File: src/logic/i2cev_pkg.sv
/*
  Constants for the two-wire event status block: register offsets, flag
  positions, error_field_a codes, reset values and AXI4-Lite responses.
  Assumes a 32-bit AXI4-Lite bus with word-aligned byte addresses.
*/
package i2cev_pkg;
  localparam int REG_AW = 8;
  localparam logic [REG_AW-1:0] OFS_STATUS = 8'h00;
  localparam logic [REG_AW-1:0] OFS_MASK = 8'h04;
  localparam logic [REG_AW-1:0] OFS_CLEAR = 8'h08;
  localparam logic [REG_AW-1:0] OFS_XSTAT = 8'h0c;
  localparam logic [REG_AW-1:0] OFS_MCMD = 8'h10;

  localparam int BIT_RDREQ = 16;
  localparam int BIT_WRREQ = 18;
  localparam int BIT_MDONE = 19;
  localparam int BIT_SDONE = 20;
  localparam int BIT_SARB = 23;
  localparam int BIT_MARB = 24;
  localparam int BIT_BFAULT = 25;
  localparam int BIT_MNOSTOP = 28;
  localparam logic [31:0] STATUS_IMPL = 32'h139d_0000;
  localparam logic [31:0] STATUS_RST = 32'h0000_0000;
  localparam logic [31:0] MASK_RST = 32'h0000_0000;

  // Master command: bit 0 starts a transaction, bit 1 requests a stop
  localparam int MCMD_GO = 0;
  localparam int MCMD_STOP = 1;

  localparam int ERROR_FIELD_A_W = 3;
  localparam logic [ERROR_FIELD_A_W-1:0] ERROR_FIELD_A_OK = 3'h0;
  localparam logic [ERROR_FIELD_A_W-1:0] ERROR_FIELD_A_ARB = 3'h1;
  localparam logic [ERROR_FIELD_A_W-1:0] ERROR_FIELD_A_BUS = 3'h2;

  localparam logic [1:0] RESP_OKAY = 2'h0;
  localparam logic [1:0] RESP_SLVERR = 2'h2;

  typedef enum logic {
    ARB_LIVE = 1'b0,
    ARB_BACKOFF = 1'b1
  } i2cev_arb_e;
endpackage

File: src/logic/i2cev_top.sv
/*
  Event status block of a two-wire controller: sticky completion, arbitration
  and bus fault flags, deferred slave request notification with clock
  stretching, collision back-off and retry, AXI4-Lite register access.
  Assumes the transfer engine on the same clock reports transaction ends,
  addressing and the levels it wants on the pins; pins are open drain.
*/
// Added by the designer: the register addresses and the AXI4-Lite slave port.
`timescale 1ns/100ps
module i2cev_top
  import i2cev_pkg::*;
(
  input wire logic clock_in,
  input wire logic reset_in,
  input wire logic [REG_AW-1:0] axi_awaddr_in,
  input wire logic axi_awvalid_in,
  output logic axi_awready_out,
  input wire logic [31:0] axi_wdata_in,
  input wire logic [3:0] axi_wstrb_in,
  input wire logic axi_wvalid_in,
  output logic axi_wready_out,
  output logic [1:0] axi_bresp_out,
  output logic axi_bvalid_out,
  input wire logic axi_bready_in,
  input wire logic [REG_AW-1:0] axi_araddr_in,
  input wire logic axi_arvalid_in,
  output logic axi_arready_out,
  output logic [31:0] axi_rdata_out,
  output logic [1:0] axi_rresp_out,
  output logic axi_rvalid_out,
  input wire logic axi_rready_in,
  input wire logic scl_in,
  output logic scl_out,
  output logic scl_oe_out,
  input wire logic sda_in,
  output logic sda_out,
  output logic sda_oe_out,
  input wire logic master_end_in,
  input wire logic slave_end_in,
  input wire logic master_busy_in,
  input wire logic slave_busy_in,
  input wire logic addr_read_in,
  input wire logic addr_write_in,
  input wire logic tx_write_in,
  input wire logic own_cond_in,
  input wire logic sda_release_in,
  input wire logic sda_low_req_in,
  input wire logic scl_low_req_in,
  output logic cmd_go_out,
  output logic cmd_stop_out,
  output logic retry_out,
  output logic abort_master_out,
  output logic abort_slave_out,
  output logic tx_flush_out,
  output logic irq_out
);
  function automatic logic [31:0] strb_bits(input logic [3:0] strb);
    strb_bits = {{8{strb[3]}}, {8{strb[2]}}, {8{strb[1]}}, {8{strb[0]}}};
  endfunction
  logic scl_f, sda_f, start_det, stop_det, scl_rise;
  i2cev_sync #(.RESET_VAL(1'b1)) u_scl_sync (
    .clock_in(clock_in), .reset_in(reset_in), .pin_in(scl_in), .level_out(scl_f)
  );
  i2cev_sync #(.RESET_VAL(1'b1)) u_sda_sync (
    .clock_in(clock_in), .reset_in(reset_in), .pin_in(sda_in), .level_out(sda_f)
  );
  i2cev_cond u_cond (
    .clock_in(clock_in), .reset_in(reset_in), .scl_in(scl_f), .sda_in(sda_f),
    .start_out(start_det), .stop_out(stop_det), .scl_rise_out(scl_rise)
  );
  logic aw_hold_q, aw_hold_d, w_hold_q, w_hold_d, bvalid_q, bvalid_d, rvalid_q, rvalid_d;
  logic [REG_AW-1:0] awaddr_q, awaddr_d;
  logic [31:0] wdata_q, wdata_d, rdata_q, rdata_d, wbits, clr;
  logic [3:0] wstrb_q, wstrb_d;
  logic [1:0] bresp_q, bresp_d, rresp_q, rresp_d;
  logic wr_go;
  assign axi_awready_out = ~aw_hold_q & ~bvalid_q;
  assign axi_wready_out = ~w_hold_q & ~bvalid_q;
  assign axi_arready_out = ~rvalid_q;
  assign wr_go = aw_hold_q & w_hold_q & ~bvalid_q;
  assign wbits = wdata_q & strb_bits(wstrb_q);
  logic [31:0] status_q, status_d, mask_q, mask_d, set;
  logic [ERROR_FIELD_A_W-1:0] error_field_a_q, error_field_a_d;
  logic stop_bit_q, stop_bit_d, go_q, go_d;
  logic rd_pend_q, rd_pend_d, wr_pend_q, wr_pend_d;
  logic retry_pend_q, retry_pend_d, retry_q, retry_d;
  logic flush_q, flush_d, abm_q, abm_d, abs_q, abs_d, irq_q, irq_d;
  logic scl_oe_q, scl_oe_d, sda_oe_q, sda_oe_d;
  i2cev_arb_e arb_q, arb_d;
  logic done_any, collide, fault, rd_note, wr_note;
  assign done_any = status_q[BIT_MDONE] | status_q[BIT_SDONE] | status_q[BIT_MNOSTOP];
  assign collide = scl_rise & sda_release_in & ~sda_f & (arb_q == ARB_LIVE);
  assign fault = (start_det | stop_det) & (master_busy_in | slave_busy_in) & ~own_cond_in;
  assign rd_note = rd_pend_q & ~done_any;
  assign wr_note = wr_pend_q & ~done_any;
  always_comb begin
    aw_hold_d = aw_hold_q;
    w_hold_d = w_hold_q;
    awaddr_d = awaddr_q;
    wdata_d = wdata_q;
    wstrb_d = wstrb_q;
    bvalid_d = bvalid_q;
    bresp_d = bresp_q;
    rvalid_d = rvalid_q;
    rdata_d = rdata_q;
    rresp_d = rresp_q;
    if (axi_awvalid_in && axi_awready_out) begin
      aw_hold_d = 1'b1;
      awaddr_d = axi_awaddr_in;
    end
    if (axi_wvalid_in && axi_wready_out) begin
      w_hold_d = 1'b1;
      wdata_d = axi_wdata_in;
      wstrb_d = axi_wstrb_in;
    end
    if (wr_go) begin
      aw_hold_d = 1'b0;
      w_hold_d = 1'b0;
      bvalid_d = 1'b1;
      bresp_d = ((awaddr_q == OFS_STATUS) || (awaddr_q == OFS_MASK) || (awaddr_q == OFS_CLEAR) ||
                 (awaddr_q == OFS_XSTAT) || (awaddr_q == OFS_MCMD)) ? RESP_OKAY : RESP_SLVERR;
    end else if (bvalid_q && axi_bready_in) begin
      bvalid_d = 1'b0;
    end
    if (axi_arvalid_in && axi_arready_out) begin
      rvalid_d = 1'b1;
      rresp_d = RESP_OKAY;
      unique case (axi_araddr_in)
        OFS_STATUS: rdata_d = status_q;
        OFS_MASK: rdata_d = mask_q;
        OFS_CLEAR: rdata_d = 32'h0000_0000;
        OFS_XSTAT: rdata_d = {{(32-ERROR_FIELD_A_W){1'b0}}, error_field_a_q};
        OFS_MCMD: rdata_d = {30'h0000_0000, stop_bit_q, 1'b0};
        default: begin
          rdata_d = 32'h0000_0000;
          rresp_d = RESP_SLVERR;
        end
      endcase
    end else if (rvalid_q && axi_rready_in) begin
      rvalid_d = 1'b0;
    end
  end
  always_ff @(posedge clock_in) begin
    if (reset_in) begin
      aw_hold_q <= 1'b0;
      w_hold_q <= 1'b0;
      bvalid_q <= 1'b0;
      bresp_q <= RESP_OKAY;
      rvalid_q <= 1'b0;
      rdata_q <= 32'h0000_0000;
      rresp_q <= RESP_OKAY;
    end else begin
      aw_hold_q <= aw_hold_d;
      w_hold_q <= w_hold_d;
      awaddr_q <= awaddr_d;
      wdata_q <= wdata_d;
      wstrb_q <= wstrb_d;
      bvalid_q <= bvalid_d;
      bresp_q <= bresp_d;
      rvalid_q <= rvalid_d;
      rdata_q <= rdata_d;
      rresp_q <= rresp_d;
    end
  end
  always_comb begin
    set = 32'h0000_0000;
    set[BIT_MDONE] = master_end_in & stop_bit_q;
    set[BIT_MNOSTOP] = master_end_in & ~stop_bit_q;
    set[BIT_SDONE] = slave_end_in;
    set[BIT_SARB] = collide & slave_busy_in;
    set[BIT_MARB] = collide & master_busy_in;
    set[BIT_BFAULT] = fault;
    set[BIT_RDREQ] = rd_note;
    set[BIT_WRREQ] = wr_note;
    clr = (wr_go && awaddr_q == OFS_CLEAR) ? wbits : 32'h0000_0000;
    clr[BIT_RDREQ] = clr[BIT_RDREQ] | tx_write_in;
    // Set wins over a clear in the same cycle
    status_d = ((status_q & ~clr) | set) & STATUS_IMPL;
    mask_d = (wr_go && awaddr_q == OFS_MASK) ?
             ((mask_q & ~strb_bits(wstrb_q)) | wbits) & STATUS_IMPL : mask_q;
    irq_d = |(status_d & mask_d);
    error_field_a_d = error_field_a_q;
    // master arbitration error_field_a outranks a coincident bus fault
    if (set[BIT_MARB]) begin
      error_field_a_d = ERROR_FIELD_A_ARB;
    end else if (fault) begin
      error_field_a_d = ERROR_FIELD_A_BUS;
    end else if (master_end_in || slave_end_in) begin
      error_field_a_d = ERROR_FIELD_A_OK;
    end
    rd_pend_d = (rd_pend_q & ~rd_note) | addr_read_in;
    wr_pend_d = (wr_pend_q & ~wr_note) | addr_write_in;
    flush_d = rd_note;
    abm_d = fault & master_busy_in;
    abs_d = fault & slave_busy_in;
    stop_bit_d = stop_bit_q;
    go_d = 1'b0;
    // commands are refused while a completion awaits acknowledgment
    if (wr_go && awaddr_q == OFS_MCMD && wstrb_q[0] && !done_any) begin
      stop_bit_d = wdata_q[MCMD_STOP];
      go_d = wdata_q[MCMD_GO];
    end
    arb_d = arb_q;
    retry_pend_d = retry_pend_q;
    retry_d = 1'b0;
    unique case (arb_q)
      ARB_LIVE: begin
        // stop driving and wait for the bus to go idle
        if (collide) begin
          arb_d = ARB_BACKOFF;
          retry_pend_d = master_busy_in;
        end
      end
      ARB_BACKOFF: begin
        // retry a lost master transfer once a stop is seen
        if (stop_det) begin
          arb_d = ARB_LIVE;
          retry_d = retry_pend_q;
          retry_pend_d = 1'b0;
        end
      end
    endcase
    sda_oe_d = sda_low_req_in & (arb_d == ARB_LIVE);
    // stretch the clock while a request is held back
    scl_oe_d = scl_low_req_in | (done_any & (rd_pend_d | wr_pend_d));
  end
  always_ff @(posedge clock_in) begin
    if (reset_in) begin
      status_q <= STATUS_RST;
      mask_q <= MASK_RST;
      error_field_a_q <= ERROR_FIELD_A_OK;
      stop_bit_q <= 1'b0;
      go_q <= 1'b0;
      rd_pend_q <= 1'b0;
      wr_pend_q <= 1'b0;
      retry_pend_q <= 1'b0;
      retry_q <= 1'b0;
      flush_q <= 1'b0;
      abm_q <= 1'b0;
      abs_q <= 1'b0;
      irq_q <= 1'b0;
      scl_oe_q <= 1'b0;
      sda_oe_q <= 1'b0;
      arb_q <= ARB_LIVE;
    end else begin
      status_q <= status_d;
      mask_q <= mask_d;
      error_field_a_q <= error_field_a_d;
      stop_bit_q <= stop_bit_d;
      go_q <= go_d;
      rd_pend_q <= rd_pend_d;
      wr_pend_q <= wr_pend_d;
      retry_pend_q <= retry_pend_d;
      retry_q <= retry_d;
      flush_q <= flush_d;
      abm_q <= abm_d;
      abs_q <= abs_d;
      irq_q <= irq_d;
      scl_oe_q <= scl_oe_d;
      sda_oe_q <= sda_oe_d;
      arb_q <= arb_d;
    end
  end
  assign axi_bvalid_out = bvalid_q;
  assign axi_bresp_out = bresp_q;
  assign axi_rvalid_out = rvalid_q;
  assign axi_rdata_out = rdata_q;
  assign axi_rresp_out = rresp_q;
  // Open drain: only ever pull low
  assign scl_out = 1'b0;
  assign sda_out = 1'b0;
  assign scl_oe_out = scl_oe_q;
  assign sda_oe_out = sda_oe_q;
  assign cmd_go_out = go_q;
  assign cmd_stop_out = stop_bit_q;
  assign retry_out = retry_q;
  assign abort_master_out = abm_q;
  assign abort_slave_out = abs_q;
  assign tx_flush_out = flush_q;
  assign irq_out = irq_q;
  a_mdone_set: assert property (@(posedge clock_in) disable iff (reset_in)
    master_end_in && stop_bit_q |=> status_q[BIT_MDONE]) else $error("master done unset");
  a_nostop_set: assert property (@(posedge clock_in) disable iff (reset_in)
    master_end_in && !stop_bit_q |=> status_q[BIT_MNOSTOP])
    else $error("done without stop flag not set");
  a_sdone_set: assert property (@(posedge clock_in) disable iff (reset_in)
    slave_end_in |=> status_q[BIT_SDONE]) else $error("slave done flag not set");
  a_req_held: assert property (@(posedge clock_in) disable iff (reset_in)
    $rose(status_q[BIT_RDREQ]) || $rose(status_q[BIT_WRREQ]) |-> !$past(done_any))
    else $error("request flagged while done pending");
  a_scl_stretch: assert property (@(posedge clock_in) disable iff (reset_in)
    done_any && (addr_read_in || addr_write_in) |=> scl_oe_out)
    else $error("clock not stretched");
  a_flush_req: assert property (@(posedge clock_in) disable iff (reset_in)
    $rose(status_q[BIT_RDREQ]) |-> tx_flush_out ##1 !tx_flush_out)
    else $error("no transmit flush with read request");
  a_sda_backoff: assert property (@(posedge clock_in) disable iff (reset_in)
    collide |=> !sda_oe_out && arb_q == ARB_BACKOFF)
    else $error("data still driven after collision");
  a_marb_error_field_a: assert property (@(posedge clock_in) disable iff (reset_in)
    collide && master_busy_in |=> status_q[BIT_MARB] && error_field_a_q == ERROR_FIELD_A_ARB)
    else $error("master arbitration loss not recorded");
  a_sarb_set: assert property (@(posedge clock_in) disable iff (reset_in)
    collide && slave_busy_in |=> status_q[BIT_SARB])
    else $error("slave arbitration loss not set");
  a_retry_stop: assert property (@(posedge clock_in) disable iff (reset_in)
    arb_q == ARB_BACKOFF && stop_det && retry_pend_q |=> retry_out ##1 !retry_out)
    else $error("no retry after stop");
  a_bfault_set: assert property (@(posedge clock_in) disable iff (reset_in)
    fault && !(collide && master_busy_in) |=> status_q[BIT_BFAULT] && error_field_a_q == ERROR_FIELD_A_BUS)
    else $error("bus fault not recorded");
  a_flag_sticky: assert property (@(posedge clock_in) disable iff (reset_in)
    status_q[BIT_MARB] && !(wr_go && awaddr_q == OFS_CLEAR && wbits[BIT_MARB])
    |=> status_q[BIT_MARB]) else $error("flag cleared without write");
endmodule // i2cev_top

File: src/logic/i2cev_sync.sv
/*
  Three-stage synchroniser with agreement filter for one pin.
  Assumes the input is asynchronous to clock_in.
*/
`timescale 1ns/100ps
module i2cev_sync #(
  parameter logic RESET_VAL = 1'b1
) (
  input wire logic clock_in,
  input wire logic reset_in,
  input wire logic pin_in,
  output logic level_out
);
  logic q1_q, q2_q, q3_q, level_q;
  logic level_d;

  // Only the agreeing later stages may move the filtered level
  always_comb begin
    level_d = (q2_q == q3_q) ? q3_q : level_q;
  end

  always_ff @(posedge clock_in) begin
    if (reset_in) begin
      q1_q <= RESET_VAL;
      q2_q <= RESET_VAL;
      q3_q <= RESET_VAL;
      level_q <= RESET_VAL;
    end else begin
      q1_q <= pin_in;
      q2_q <= q1_q;
      q3_q <= q2_q;
      level_q <= level_d;
    end
  end

  assign level_out = level_q;
endmodule // i2cev_sync

File: src/logic/i2cev_cond.sv
/*
  Bus condition detector: start, stop and clock rising edge from the
  filtered clock and data levels. Assumes both inputs are already synchronous.
*/
`timescale 1ns/100ps
module i2cev_cond (
  input wire logic clock_in,
  input wire logic reset_in,
  input wire logic scl_in,
  input wire logic sda_in,
  output logic start_out,
  output logic stop_out,
  output logic scl_rise_out
);
  logic scl_prev_q, sda_prev_q;

  always_ff @(posedge clock_in) begin
    if (reset_in) begin
      scl_prev_q <= 1'b1;
      sda_prev_q <= 1'b1;
    end else begin
      scl_prev_q <= scl_in;
      sda_prev_q <= sda_in;
    end
  end

  // Data may only move with the clock high to form a condition
  assign start_out = scl_in & scl_prev_q & sda_prev_q & ~sda_in;
  assign stop_out = scl_in & scl_prev_q & ~sda_prev_q & sda_in;
  assign scl_rise_out = scl_in & ~scl_prev_q;
endmodule // i2cev_cond

File: config.mk
export PLATFORM = sky130hd
export DESIGN_NAME = i2cev_top
export DESIGN_NICKNAME = d
export VERILOG_FILES = /design/src/logic/i2cev_pkg.sv /design/src/logic/i2cev_top.sv /design/src/logic/i2cev_sync.sv /design/src/logic/i2cev_cond.sv
export SDC_FILE = /design/constraint.sdc
export NUM_CORES = 1
export LEC_CHECK = 0
export BUFFER_PORTS_ARGS = -buffer_cell sky130_fd_sc_hd__buf_2
export CAP_MARGIN = 20
export CORE_UTILIZATION = 25
export CTS_CLUSTER_DIAMETER = 200
export CTS_CLUSTER_SIZE = 8
export DETAILED_ROUTE_END_ITERATION = 16
export GPL_TIMING_DRIVEN = 0
export MAX_ROUTING_LAYER = met4
export PLACE_DENSITY = 0.45
export SLEW_MARGIN = 20
export SYNTH_ARGS = -nofsm -noshare
export SYNTH_HDL_FRONTEND = slang
export SYNTH_HIERARCHICAL = 1
export SYNTH_SLANG_ARGS = --single-unit
export TNS_END_PERCENT = 1
File: constraint.sdc
create_clock -name clock_in -period 1.95 [get_ports clock_in]
set_input_delay 0.39 -clock clock_in [delete_from_list [all_inputs] [get_ports clock_in]]
set_output_delay 0.39 -clock clock_in [all_outputs]
set_load 0.1 [all_outputs]
==> results of run 1 <==
[kinds of logic (layout without fill, tap and decap cells)]
logic type / after synthesis / after routing
simple gates: 113 / 113
compound gates: 56 / 56
mux: 10 / 10
other cells: 1 / 26
flops: 78 / 78
buf+inv: 42 / 136
[worst register-to-register path, cell delays in order, from the launching register on]
cell and delay [ns]:
sky130_fd_sc_hd__edfxtp_1 0.43, sky130_fd_sc_hd__nor4_4 0.38, sky130_fd_sc_hd__buf_4 0.18, sky130_fd_sc_hd__nand4_4 0.16, sky130_fd_sc_hd__a221oi_2 0.32, sky130_fd_sc_hd__o22ai_1 0.12
sky130_fd_sc_hd__o41a_1 0.40
[layer usage]
| layer | track usage [%] | routed length, microns | share of wire, % | vias up |
|---|---|---|---|---|
| met5 | - | 0 | 0 | - |
| met4 | 5.56 | 117 | 1.5 | 0 |
| met3 | 3.14 | 529 | 6.8 | 11 |
| met2 | 20.0 | 3550 | 46 | 99 |
| met1 | 14.7 | 3580 | 46 | 1107 |
| li1 | - | - | - | 1259 |
[registers in the layout (all words and copies together), names as in the netlist, 2 cells and up]
register / flops
awaddr_q: 8
axi_rdata_out: 10
error_field_a_q: 2
mask_q: 8
status_q: 8
wdata_q: 10
wstrb_q: 3
[timing repair]
item | CTS | global route
pin swaps | 4 | 2
cloned | 0 | 0
resized for setup | 5 | 4
buffers inserted | 3 | 2
hold endpoints to repair | 0 | 0
endpoints found under the setup margin | 14 | 9
[final timing paths]
path	startpoint	endpoint	slack (ns)	depth (start not counted)
hold / removal	axi_awaddr_in[5]	awaddr_q[5]	0.23	1
hold reg to reg	u_sda_sync/q1_q	u_sda_sync/q2_q	0.41	1
setup reg to reg	awaddr_q[4]	irq_out	-0.15	6
setup / recovery	awaddr_q[4]	irq_out	-0.15	6
[layout make-up]
cell class	instances	area, sq um
well taps	172	215
clock inverters	5	50.0
flip-flops and latches	78	1770
inverters	8	30.0
plain buffers	33	239
multi-input cells	205	1330
repair buffers	79	408
clock buffers	11	233
fillers	1322	8340
[metrics by stage]
stage	power (uW)	setup TNS (ns)	cells	hold WS, ns
floorplan	2250	-4.30	325	0.385
detailed placement	2370	-9.36	571	0.399
finish	3970	-0.151	591	0.230
CTS	4000	-0.252	589	0.220
global route	4120	-0.261	591	0.221
global placement	2360	-13.72	571	0.388
[power breakdown]
part	internal, uW	switching (uW)
clock network	983	644
registers	1720	36.7
logic	130	456
[placed cells by master (no fill, tap or decap), types with 5 or more instances in the layout]
cell	n
sky130_fd_sc_hd__dfxtp_1	55
sky130_fd_sc_hd__or2_1	8
sky130_fd_sc_hd__a21oi_1	17
sky130_fd_sc_hd__edfxtp_1	21
sky130_fd_sc_hd__a2bb2oi_1	8
sky130_fd_sc_hd__a22oi_1	8
sky130_fd_sc_hd__buf_4	31
sky130_fd_sc_hd__conb_1	26
sky130_fd_sc_hd__buf_2	75
sky130_fd_sc_hd__mux2i_1	9
sky130_fd_sc_hd__nor2_1	44
sky130_fd_sc_hd__inv_1	8
sky130_fd_sc_hd__and4b_1	5
sky130_fd_sc_hd__nor2b_1	6
sky130_fd_sc_hd__o22ai_1	5
sky130_fd_sc_hd__clkbuf_1	5
sky130_fd_sc_hd__nand2_1	7
sky130_fd_sc_hd__nand4_1	5
sky130_fd_sc_hd__clkbuf_16	9
==> summary.txt, run 1 <==
=====================================================================================================
Outcome                                                                                  finished with violations
Violated checks                                                                          negative setup slack
Cells after Synth                                                                                 300
Maximum fanout along the worst path                                                                 5
Number of DRC markers after the initial detailed-route iteration                                   83
Final cell utilization of the core                                                              33.9%
Initial Util                                                                                    25.6%
Critical path data arrival time                                                               2.32 ns
Class of the most critical setup path                                                      reg -> reg
Count of antenna-violating nets left after detailed routing                                         0
Cell types with the largest area share after synthesis                                   sky130_fd_sc_hd__dfxtp_1 35%, sky130_fd_sc_hd__edfxtp_1 19%, sky130_fd_sc_hd__buf_4 6.0%
Hold Path Class                                                                             in -> reg
RePlAce Congestion                                                                              0.775
Post-route cell area                                                                     0.00428 sq mm
Count of synthesis-stage warnings from yosys                                                        6
Data required time of the critical path                                                       2.17 ns
Unrepaired setup endpoints after global routing                                                  true
Leakage component of the power                                                             0.00180 uW
Top Family by Delay on Critical Path                                                     compound AO/OA/AOI/OAI gates
Post-synthesis sequential area ratio                                                            54.8%
Critical Path Slowest Stage Cell                                                         sky130_fd_sc_hd__edfxtp_1
CORE AREA                                                                                0.0126 sq mm
IO Pins                                                                                           124
Number of rows created at floorplan                                                                41
CTS Buf Count                                                                                       9
Avg Vias per Cell                                                                                4.19
Share of synthesized area spent on multiplexers                                                 3.09%
Standard cell area after detailed placement                                              0.00393 sq mm
Setup WS post-layout                                                                        -0.151 ns
Register bit count reported by yosys                                                               78
Hold-fix buffers, CTS                                                                               0
Simple-gate area share of the yosys netlist                                                     21.2%
Die X-Extent                                                                              116 microns
Fin Clk Skew                                                                               0.00881 ns
Number of levels the H-tree was split into                                                          3
Number of antenna violations at the first check in global routing                                   0
Number of library cell types mapped by synthesis                                                   51
Count of max-cap constraint violations                                                              0
Die outline height                                                                        116 microns
Via count of the first global-routing pass                                                       2379
Peak ir drop on the vdd network                                                              0.363 mV
Global-route wire length before repair                                                   12000 microns
1st-pass router iterations                                                                          4
Cells along the critical path                                                            nor4_4 -> buf_4 -> nand4_4 -> a221oi_2 -> o22ai_1 -> o41a_1
DR DRC count                                                                                        0
Slowest Stage Delay on Critical Path                                                          0.43 ns
Pin count of the biggest net entering global routing                                               14
Buffers & Inverters on Critical Path                                                                1
Post-synthesis compound-gate area fraction                                                      12.2%
Wirelength per Cell                                                                      13.2 microns
Nets                                                                                              486
Area of the die                                                                          0.0134 sq mm
Kind of capture point of the worst setup path                                                register
Main combinational cell family by area after synthesis                                   simple AND/OR/NAND/NOR gates
Clock slew seen by the registers of the worst setup and hold paths                            0.06 ns
Total routing resource utilization after global routing                                         12.5%
Leading area contributor after synthesis                                                 sky130_fd_sc_hd__dfxtp_1
Minimum clock period                                                                          2.10 ns
Transition time of the tightest slew-check pin                                               0.749 ns
Clock latency on the worst-skew pair                                                          0.33 ns
Port Buffer Count                                                                                  74
List of most frequent post-synthesis cells                                               57 x sky130_fd_sc_hd__dfxtp_1, 48 x sky130_fd_sc_hd__nor2_1, 26 x sky130_fd_sc_hd__buf_4
Area grow syn2layout                                                                            32.4%
Cell area power density                                                                   926 mW/mm^2
Post-synthesis share of cell area spent on full adders, half adders and majority gates             0%
Most used DFF post-synth                                                                 sky130_fd_sc_hd__dfxtp_1
Final Hold Viols                                                                                    0
Share of the synthesized area in the top cell type                                              35.3%
Fmax achieved                                                                                 476 MHz
Launching element type of the critical path                                                  register
Final worst-path cycle share                                                                     108%
Fraction of final layout cells sized beyond drive strength 1                                    33.9%
Setup WS pre-CTS                                                                            -0.384 ns
Clock tree from TritonCTS                                                                       built
Max Slew Vio Count                                                                                  0
Max-slew headroom at the worst pin                                                              49.4%
Cell at the root of the clock tree                                                       sky130_fd_sc_hd__clkbuf_16
Number of endpoints failing setup at the final stage                                                1
Cell area after synthesis                                                                0.00323 sq mm
Total congestion overflow after global routing                                                      0
Share of synthesized flip-flops with an asynchronous set or reset                                  0%
Average size of a mapped cell                                                              10.8 sq um
Most used standard cell by instance count after synthesis                                sky130_fd_sc_hd__dfxtp_1
Total inserted antenna cells                                                                        0
Post-Synth XOR/XNOR Area                                                                           0%
Number of clock sinks                                                                              78
Number of vias in the routed layout                                                              2476
Placed wire-length estimate                                                              5760 microns
Worst-case clock buffer depth                                                                       2
Count of flip-flops with a built-in enable after synthesis                                         21
Drt total wl                                                                             7770 microns
=====================================================================================================
Power figures use the tool's default switching activity.
==> inputs of run 2 (changes only) <==
- ABC_AREA: unset -> 1
==> run 2 against run 1 <==
Power shrank 2.9%. Via count is 16% higher. Register-to-register slack better by 0.46 ns. Clock skew decreased by 0.0029 ns. Core utilization is 0.97 points lower. The run now ends clean. Highest routed layer unchanged. Area after synthesis is 4.6% higher. Sequential power about the same. Largest cell class unchanged. Critical path depth fell by 2.
==> summary.txt, run 2 <==
=====================================================================================
Avg Vias per Cell                                                                4.04   was 4.19
Number of vias in the routed layout                                              2874   was 2476
Unrepaired setup endpoints after global routing                                 false   was true
Worst Hold Launch                                                        axi_awaddr_in[6]   was axi_awaddr_in[5]
Total negative setup slack                                                       0 ns   was -0.151 ns
Number of library cell types mapped by synthesis                                   31   was 51
Launch point of the worst reg-to-reg path                                 awaddr_q[5]   was awaddr_q[4]
Max Slew Vio Count                                                                  0   unchanged
Number of DRC markers after the initial detailed-route iteration                   78   was 83
Nets                                                                              603   was 486
Critical path data arrival time                                               1.72 ns   was 2.32 ns
Drt total wl                                                             8150 microns   was 7770 microns
Data required time of the critical path                                       1.93 ns   was 2.17 ns
Total routing resource utilization after global routing                         12.8%   was 12.5%
Worst-case clock buffer depth                                                       2   unchanged
Fraction of final layout cells sized beyond drive strength 1                    26.1%   was 33.9%
Pin count of the biggest net entering global routing                               14   unchanged
Average size of a mapped cell                                              8.04 sq um   was 10.8 sq um
Number of endpoints failing setup at the final stage                                0   was 1
Global-route wire length before repair                                   13200 microns   was 12000 microns
Wirelength per Cell                                                      11.4 microns   was 13.2 microns
Leading area contributor after synthesis                                 sky130_fd_sc_hd__dfxtp_1   unchanged
CORE AREA                                                                0.0132 sq mm   was 0.0126 sq mm
Max-slew headroom at the worst pin                                              59.5%   was 49.4%
End of the worst hold path                                                awaddr_q[6]   was awaddr_q[5]
Share of synthesized flip-flops with an asynchronous set or reset                  0%   unchanged
List of most frequent post-synthesis cells                               109 x sky130_fd_sc_hd__nand2_1, 57 x sky130_fd_sc_hd__dfxtp_1, 50 x sky130_fd_sc_hd__inv_1   was 57 x sky130_fd_sc_hd__dfxtp_1, 48 x sky130_fd_sc_hd__nor2_1, 26 x sky130_fd_sc_hd__buf_4
Count of max-cap constraint violations                                              0   unchanged
IO Pins                                                                           124   unchanged
Cell types with the largest area share after synthesis                   sky130_fd_sc_hd__dfxtp_1 34%, sky130_fd_sc_hd__edfxtp_1 19%, sky130_fd_sc_hd__nand2_1 12%   was sky130_fd_sc_hd__dfxtp_1 35%, sky130_fd_sc_hd__edfxtp_1 19%, sky130_fd_sc_hd__buf_4 6.0%
Transition time of the tightest slew-check pin                               0.608 ns   was 0.749 ns
Leakage component of the power                                             0.00203 uW   was 0.00180 uW
Setup WS post-layout                                                         0.214 ns   was -0.151 ns
CTS Buf Count                                                                       9   unchanged
Worst Hold Depth                                                                    1   unchanged
Worst r2r path cells                                                               10   was 6
Fmax achieved                                                                 576 MHz   was 476 MHz
Hold-fix buffers, CTS                                                               0   unchanged
Area of the die                                                          0.0140 sq mm   was 0.0134 sq mm
Number of rows created at floorplan                                                42   was 41
Area grow syn2layout                                                            29.0%   was 32.4%
Cell area power density                                                   882 mW/mm^2   was 926 mW/mm^2
Hold Path Class                                                             in -> reg   unchanged
Final cell utilization of the core                                              33.0%   was 33.9%
Endpoint of the most critical register-to-register path                       irq_out   unchanged
Clock slew seen by the registers of the worst setup and hold paths            0.06 ns   about the same
Placed wire-length estimate                                              6030 microns   was 5760 microns
Maximum fanout along the worst path                                                13   was 5
Kind of capture point of the worst setup path                                register   unchanged
Cell area after synthesis                                                0.00338 sq mm   was 0.00323 sq mm
Clock latency on the worst-skew pair                                          0.34 ns   was 0.33 ns
Initial Util                                                                    25.6%   about the same
Cells after Synth                                                                 421   was 300
Port Buffer Count                                                                  74   unchanged
Leading cell types in the layout, fill and taps excluded                 109 x sky130_fd_sc_hd__nand2_1, 75 x sky130_fd_sc_hd__buf_2, 55 x sky130_fd_sc_hd__dfxtp_1, 49 x sky130_fd_sc_hd__inv_1, 42 x sky130_fd_sc_hd__nor2_1   was 75 x sky130_fd_sc_hd__buf_2, 55 x sky130_fd_sc_hd__dfxtp_1, 44 x sky130_fd_sc_hd__nor2_1, 31 x sky130_fd_sc_hd__buf_4, 26 x sky130_fd_sc_hd__conb_1
Total congestion overflow after global routing                                      0   unchanged
Number of clock sinks                                                              78   unchanged
Share of the synthesized area in the top cell type                              33.7%   was 35.3%
Most used standard cell by instance count after synthesis                sky130_fd_sc_hd__nand2_1   was sky130_fd_sc_hd__dfxtp_1
Setup WS pre-CTS                                                            -0.448 ns   was -0.384 ns
Clock tree from TritonCTS                                                       built   unchanged
Peak ir drop on the vdd network                                              0.328 mV   was 0.363 mV
Count of antenna-violating nets left after detailed routing                         0   unchanged
Post-synthesis sequential area ratio                                            52.3%   was 54.8%
Outcome                                                                     completed   was finished with violations
Die X-Extent                                                              118 microns   was 116 microns
Fin Clk Skew                                                               0.00587 ns   was 0.00881 ns
Launching element type of the critical path                              primary input   was register
Register bit count reported by yosys                                               78   unchanged
Final Hold Viols                                                                    0   unchanged
1st-pass router iterations                                                          4   unchanged
Via count of the first global-routing pass                                       2654   was 2379
Worst-case register-to-register setup slack                                   0.31 ns   was -0.15 ns
Die outline height                                                        118 microns   was 116 microns
Final worst-path cycle share                                                    89.0%   was 108%
Number of antenna violations at the first check in global routing                   0   unchanged
Count of flip-flops with a built-in enable after synthesis                         21   unchanged
Total inserted antenna cells                                                        0   unchanged
Count of synthesis-stage warnings from yosys                                        6   unchanged
Number of levels the H-tree was split into                                          3   unchanged
DR DRC count                                                                        0   unchanged
Cell at the root of the clock tree                                       sky130_fd_sc_hd__clkbuf_16   unchanged
Most frequent standard cell in the layout excluding fill and tap cells   sky130_fd_sc_hd__nand2_1   was sky130_fd_sc_hd__buf_2
Minimum clock period                                                          1.74 ns   was 2.10 ns
RePlAce Congestion                                                              0.778   was 0.775
Class of the most critical setup path                                       in -> reg   was reg -> reg
Most used DFF post-synth                                                 sky130_fd_sc_hd__dfxtp_1   unchanged
=====================================================================================
run 2: final cells by class:
cell class                      count  area (sq um)
Buffer                             34           235
Clock buffer                       14           254
Clock inverter                      2          10.0
Fill cell                        1455          8880
Inverter                           55           210
Multi-Input combinational cell    279          1290
Sequential cell                    78          1780
Tap cell                          176           220
Timing Repair Buffer               74           370
run 2: layer usage:
metal | GRT usage, % | wire (microns) | up-vias
met1 | 14.9 | 3810 | 1249
met2 | 20.6 | 3600 | 115
met3 | 2.70 | 545 | 12
met5 | - | 0 | -
met4 | 7.21 | 195 | 0
li1 | - | - | 1498
run 2: worst max path at each step:
| stage | from | end | slack, ns | depth (start not counted) |
|---|---|---|---|---|
| 2_1_floorplan | axi_bvalid_out | wdata_q[0] | -0.03 | 3 |
| 3_3_place_gp | reset_in | wdata_q[23] | -0.46 | 4 |
| 3_5_place_dp | reset_in | wdata_q[23] | -0.45 | 4 |
| 4_1_cts | reset_in | wdata_q[23] | 0.02 | 4 |
| 5_1_grt | reset_in | awaddr_q[3] | 0.05 | 4 |
| 6_report | reset_in | awaddr_q[3] | 0.21 | 4 |
run 2: metrics by stage:
stage / total power (uW) / cells / hold slack, ns / area, sq um
finish: 3850 / 712 / 0.220 / 4370
global route: 4010 / 712 / 0.210 / 4370
CTS: 3910 / 712 / 0.207 / 4360
detailed placement: 2360 / 696 / 0.400 / 4100
global placement: 2360 / 696 / 0.387 / 4100
floorplan: 2250 / 446 / 0.385 / 3500
run 2: power breakdown:
group,internal [uW],switching [uW],total (uW),leakage [uW]
logic,121,467,589,0.00124
registers,1710,26.1,1740,0.000659
clock network,894,630,1520,0.000131
total,2730,1120,3850,0.00203
run 2: cells by family (layout without fill, tap and decap cells):
logic type	after synthesis	after routing	synth area share, %
DFF	78	78	52.3
other	1	26	0.111
AOI/OAI and AO/OA	57	57	9.13
buffers and inverters	89	179	13.0
and+or+nand+nor	196	196	25.4
run 2: worst max-delay path: stages:
cell                       delay (ns)
sky130_fd_sc_hd__buf_2           0.18
sky130_fd_sc_hd__clkbuf_1        0.28
sky130_fd_sc_hd__clkbuf_2        0.33
sky130_fd_sc_hd__nor2_1          0.52
run 2: timing repair:
item                                    CTS  global route
buffers inserted                          0             0
gates resized for setup                   1             1
endpoints found under the setup margin   21            13
==> inputs of run 3 (changes only) <==
- GPL_TIMING_DRIVEN: 0 -> unset
==> run 3 against run 2 <==
Hold slack better by 0.0040 ns. Sequential cell count unchanged. Power grew 7.0%. Die area did not move. Critical path depth shrank 2. Via count decreased by 4.6%.
==> summary.txt, run 3 (synthesis gave the netlist of run 2 again) <==
=====================================================================================
Design Power                                                                  4120 uW   was 3850 uW
Max Slew Vio Count                                                                  0   unchanged
Outcome                                                                     completed   unchanged
Leakage component of the power                                             0.00194 uW   was 0.00203 uW
Net switching power of the design                                             1140 uW   was 1120 uW
Final Hold Viols                                                                    0   unchanged
Final worst-path cycle share                                                    85.3%   was 89.0%
Placed wire-length estimate                                              5750 microns   was 6030 microns
Peak ir drop on the vdd network                                              0.449 mV   was 0.328 mV
Cell at the root of the clock tree                                       sky130_fd_sc_hd__clkbuf_16   unchanged
Power Internal                                                                2980 uW   was 2730 uW
Fmax achieved                                                                 601 MHz   was 576 MHz
Final cell utilization of the core                                              32.1%   was 33.0%
Number of levels the H-tree was split into                                          3   unchanged
Slowest Stage Delay on Critical Path                                          0.43 ns   was 0.52 ns
Part of the total power dissipated in sequential elements                       42.3%   was 45.2%
Post-route cell area                                                     0.00425 sq mm   was 0.00437 sq mm
CTS Buf Count                                                                       9   unchanged
Total routing resource utilization after global routing                         12.5%   was 12.8%
Met2 global-route usage                                                         19.2%   was 20.6%
Global Route met1 Usage                                                         15.4%   was 14.9%
Cell area power density                                                   971 mW/mm^2   was 882 mW/mm^2
Switching fraction of total power                                               27.6%   was 29.2%
Data required time of the critical path                                       1.56 ns   was 1.93 ns
Kind of capture point of the worst setup path                            primary output   was register
Minimum clock period                                                          1.66 ns   was 1.74 ns
Critical path data arrival time                                               1.27 ns   was 1.72 ns
Number of clock sinks                                                              78   unchanged
Layout filler cell count                                                         1435   was 1455
Buffers & Inverters on Critical Path                                                1   was 3
Hold-fix buffers, CTS                                                               0   unchanged
Clock latency on the worst-skew pair                                          0.34 ns   about the same
Hold Path Class                                                             in -> reg   unchanged
Power share of the combinational group                                          13.2%   was 15.3%
IO Pins                                                                           124   unchanged
Clock slew seen by the registers of the worst setup and hold paths            0.06 ns   about the same
Count of max-cap constraint violations                                              0   unchanged
Via count of the first global-routing pass                                       2620   was 2654
Clock tree from TritonCTS                                                       built   unchanged
Wirelength per Cell                                                      11.4 microns   about the same
Leading cell types in the layout, fill and taps excluded                 109 x sky130_fd_sc_hd__nand2_1, 74 x sky130_fd_sc_hd__buf_2, 55 x sky130_fd_sc_hd__dfxtp_1, 49 x sky130_fd_sc_hd__inv_1, 42 x sky130_fd_sc_hd__nor2_1   was 109 x sky130_fd_sc_hd__nand2_1, 75 x sky130_fd_sc_hd__buf_2, 55 x sky130_fd_sc_hd__dfxtp_1, 49 x sky130_fd_sc_hd__inv_1, 42 x sky130_fd_sc_hd__nor2_1
Die outline height                                                        118 microns   unchanged
Number of antenna violations at the first check in global routing                   0   unchanged
Critical Path Slowest Stage Cell                                         sky130_fd_sc_hd__buf_2   was sky130_fd_sc_hd__nor2_1
Count of antenna-violating nets left after detailed routing                         0   unchanged
Met3 usage                                                                      3.47%   was 2.70%
CORE AREA                                                                0.0132 sq mm   unchanged
Number of rows created at floorplan                                                42   unchanged
Number of DRC markers after the initial detailed-route iteration                   82   was 78
Post-cts resize count                                                               0   was 1
Number of endpoints failing setup at the final stage                                0   unchanged
Nets                                                                              576   was 603
RePlAce Congestion                                                              0.777   was 0.778
Global-route wire length before repair                                   12800 microns   was 13200 microns
Setup WS post-layout                                                         0.287 ns   was 0.214 ns
Total congestion overflow after global routing                                      0   unchanged
Standard cell area after detailed placement                              0.00391 sq mm   was 0.00410 sq mm
Relative contribution of the clock network to total power                       44.5%   was 39.6%
Busiest layer in global routing                                                  met2   unchanged
Number of vias in the routed layout                                              2741   was 2874
Most frequent standard cell in the layout excluding fill and tap cells   sky130_fd_sc_hd__nand2_1   unchanged
Setup fix buffers added after clock tree synthesis                                  0   unchanged
Initial Util                                                                    25.6%   unchanged
Pin count of the biggest net entering global routing                               30   was 14
Top Family by Delay on Critical Path                                     buffers and inverters   unchanged
Area of the die                                                          0.0140 sq mm   unchanged
Avg Vias per Cell                                                                4.00   was 4.04
Total negative setup slack                                                       0 ns   unchanged
Total inserted antenna cells                                                        0   unchanged
Class of the most critical setup path                                      reg -> out   was in -> reg
Area grow syn2layout                                                            25.4%   was 29.0%
Drt total wl                                                             7810 microns   was 8150 microns
Setup WS pre-CTS                                                             0.276 ns   was -0.448 ns
Fraction of final layout cells sized beyond drive strength 1                    23.6%   was 26.1%
Port Buffer Count                                                                  74   unchanged
Cells along the critical path                                            nor2_4 -> buf_2   was buf_2 -> clkbuf_1 -> clkbuf_2 -> nor2_1
Unrepaired setup endpoints after global routing                                 false   unchanged
Fin Clk Skew                                                               0.00638 ns   was 0.00587 ns
DR DRC count                                                                        0   unchanged
Die X-Extent                                                              118 microns   unchanged
Maximum fanout along the worst path                                                 3   was 13
1st-pass router iterations                                                          4   unchanged
Launching element type of the critical path                                  register   was primary input
Worst-case clock buffer depth                                                       2   unchanged
=====================================================================================
## run 3: path summary, 6_finish.rpt
kind	start	to	slack, ns	cells after the start
worst max register to register	awaddr_q[5]	irq_out	0.33	10
worst min-delay path	axi_awaddr_in[4]	awaddr_q[4]	0.22	1
worst max-delay path	w_hold_q	axi_wready_out	0.29	2
worst min register to register	u_scl_sync/q1_q	u_scl_sync/q2_q	0.41	1
## run 3: power groups by stage
stage	Combinational, uW	Sequential, uW	Clock [uW]
floorplan	417	1840	0
global placement	546	1780	0
detailed placement	548	1780	0
CTS	549	1740	1880
global route	579	1750	1960
finish	545	1740	1830
## run 3: layout make-up
cell class | instances | area, sq um | area share, %
multi-input combinational | 279 | 1280 | 30.2
tap | 176 | 220 | 5.19
clock buffer | 14 | 297 | 6.98
timing repair buffer | 81 | 423 | 9.96
inverter | 55 | 210 | 4.95
sequential | 78 | 1780 | 41.9
clock inverter | 2 | 35.0 | 0.825
## run 3: routing by layer
layer / vias up / share of wire [%]
met5: - / 0
met2: 93 / 45
met3: 7 / 5.9
met1: 1197 / 48
li1: 1444 / -
met4: 0 / 1.5
## run 3: through the flow
stage          hold slack (ns)  instances
2_1_floorplan            0.385        446
3_3_place_gp             0.388        669
3_5_place_dp             0.394        669
4_1_cts                  0.211        685
5_1_grt                  0.208        685
6_report                 0.224        685
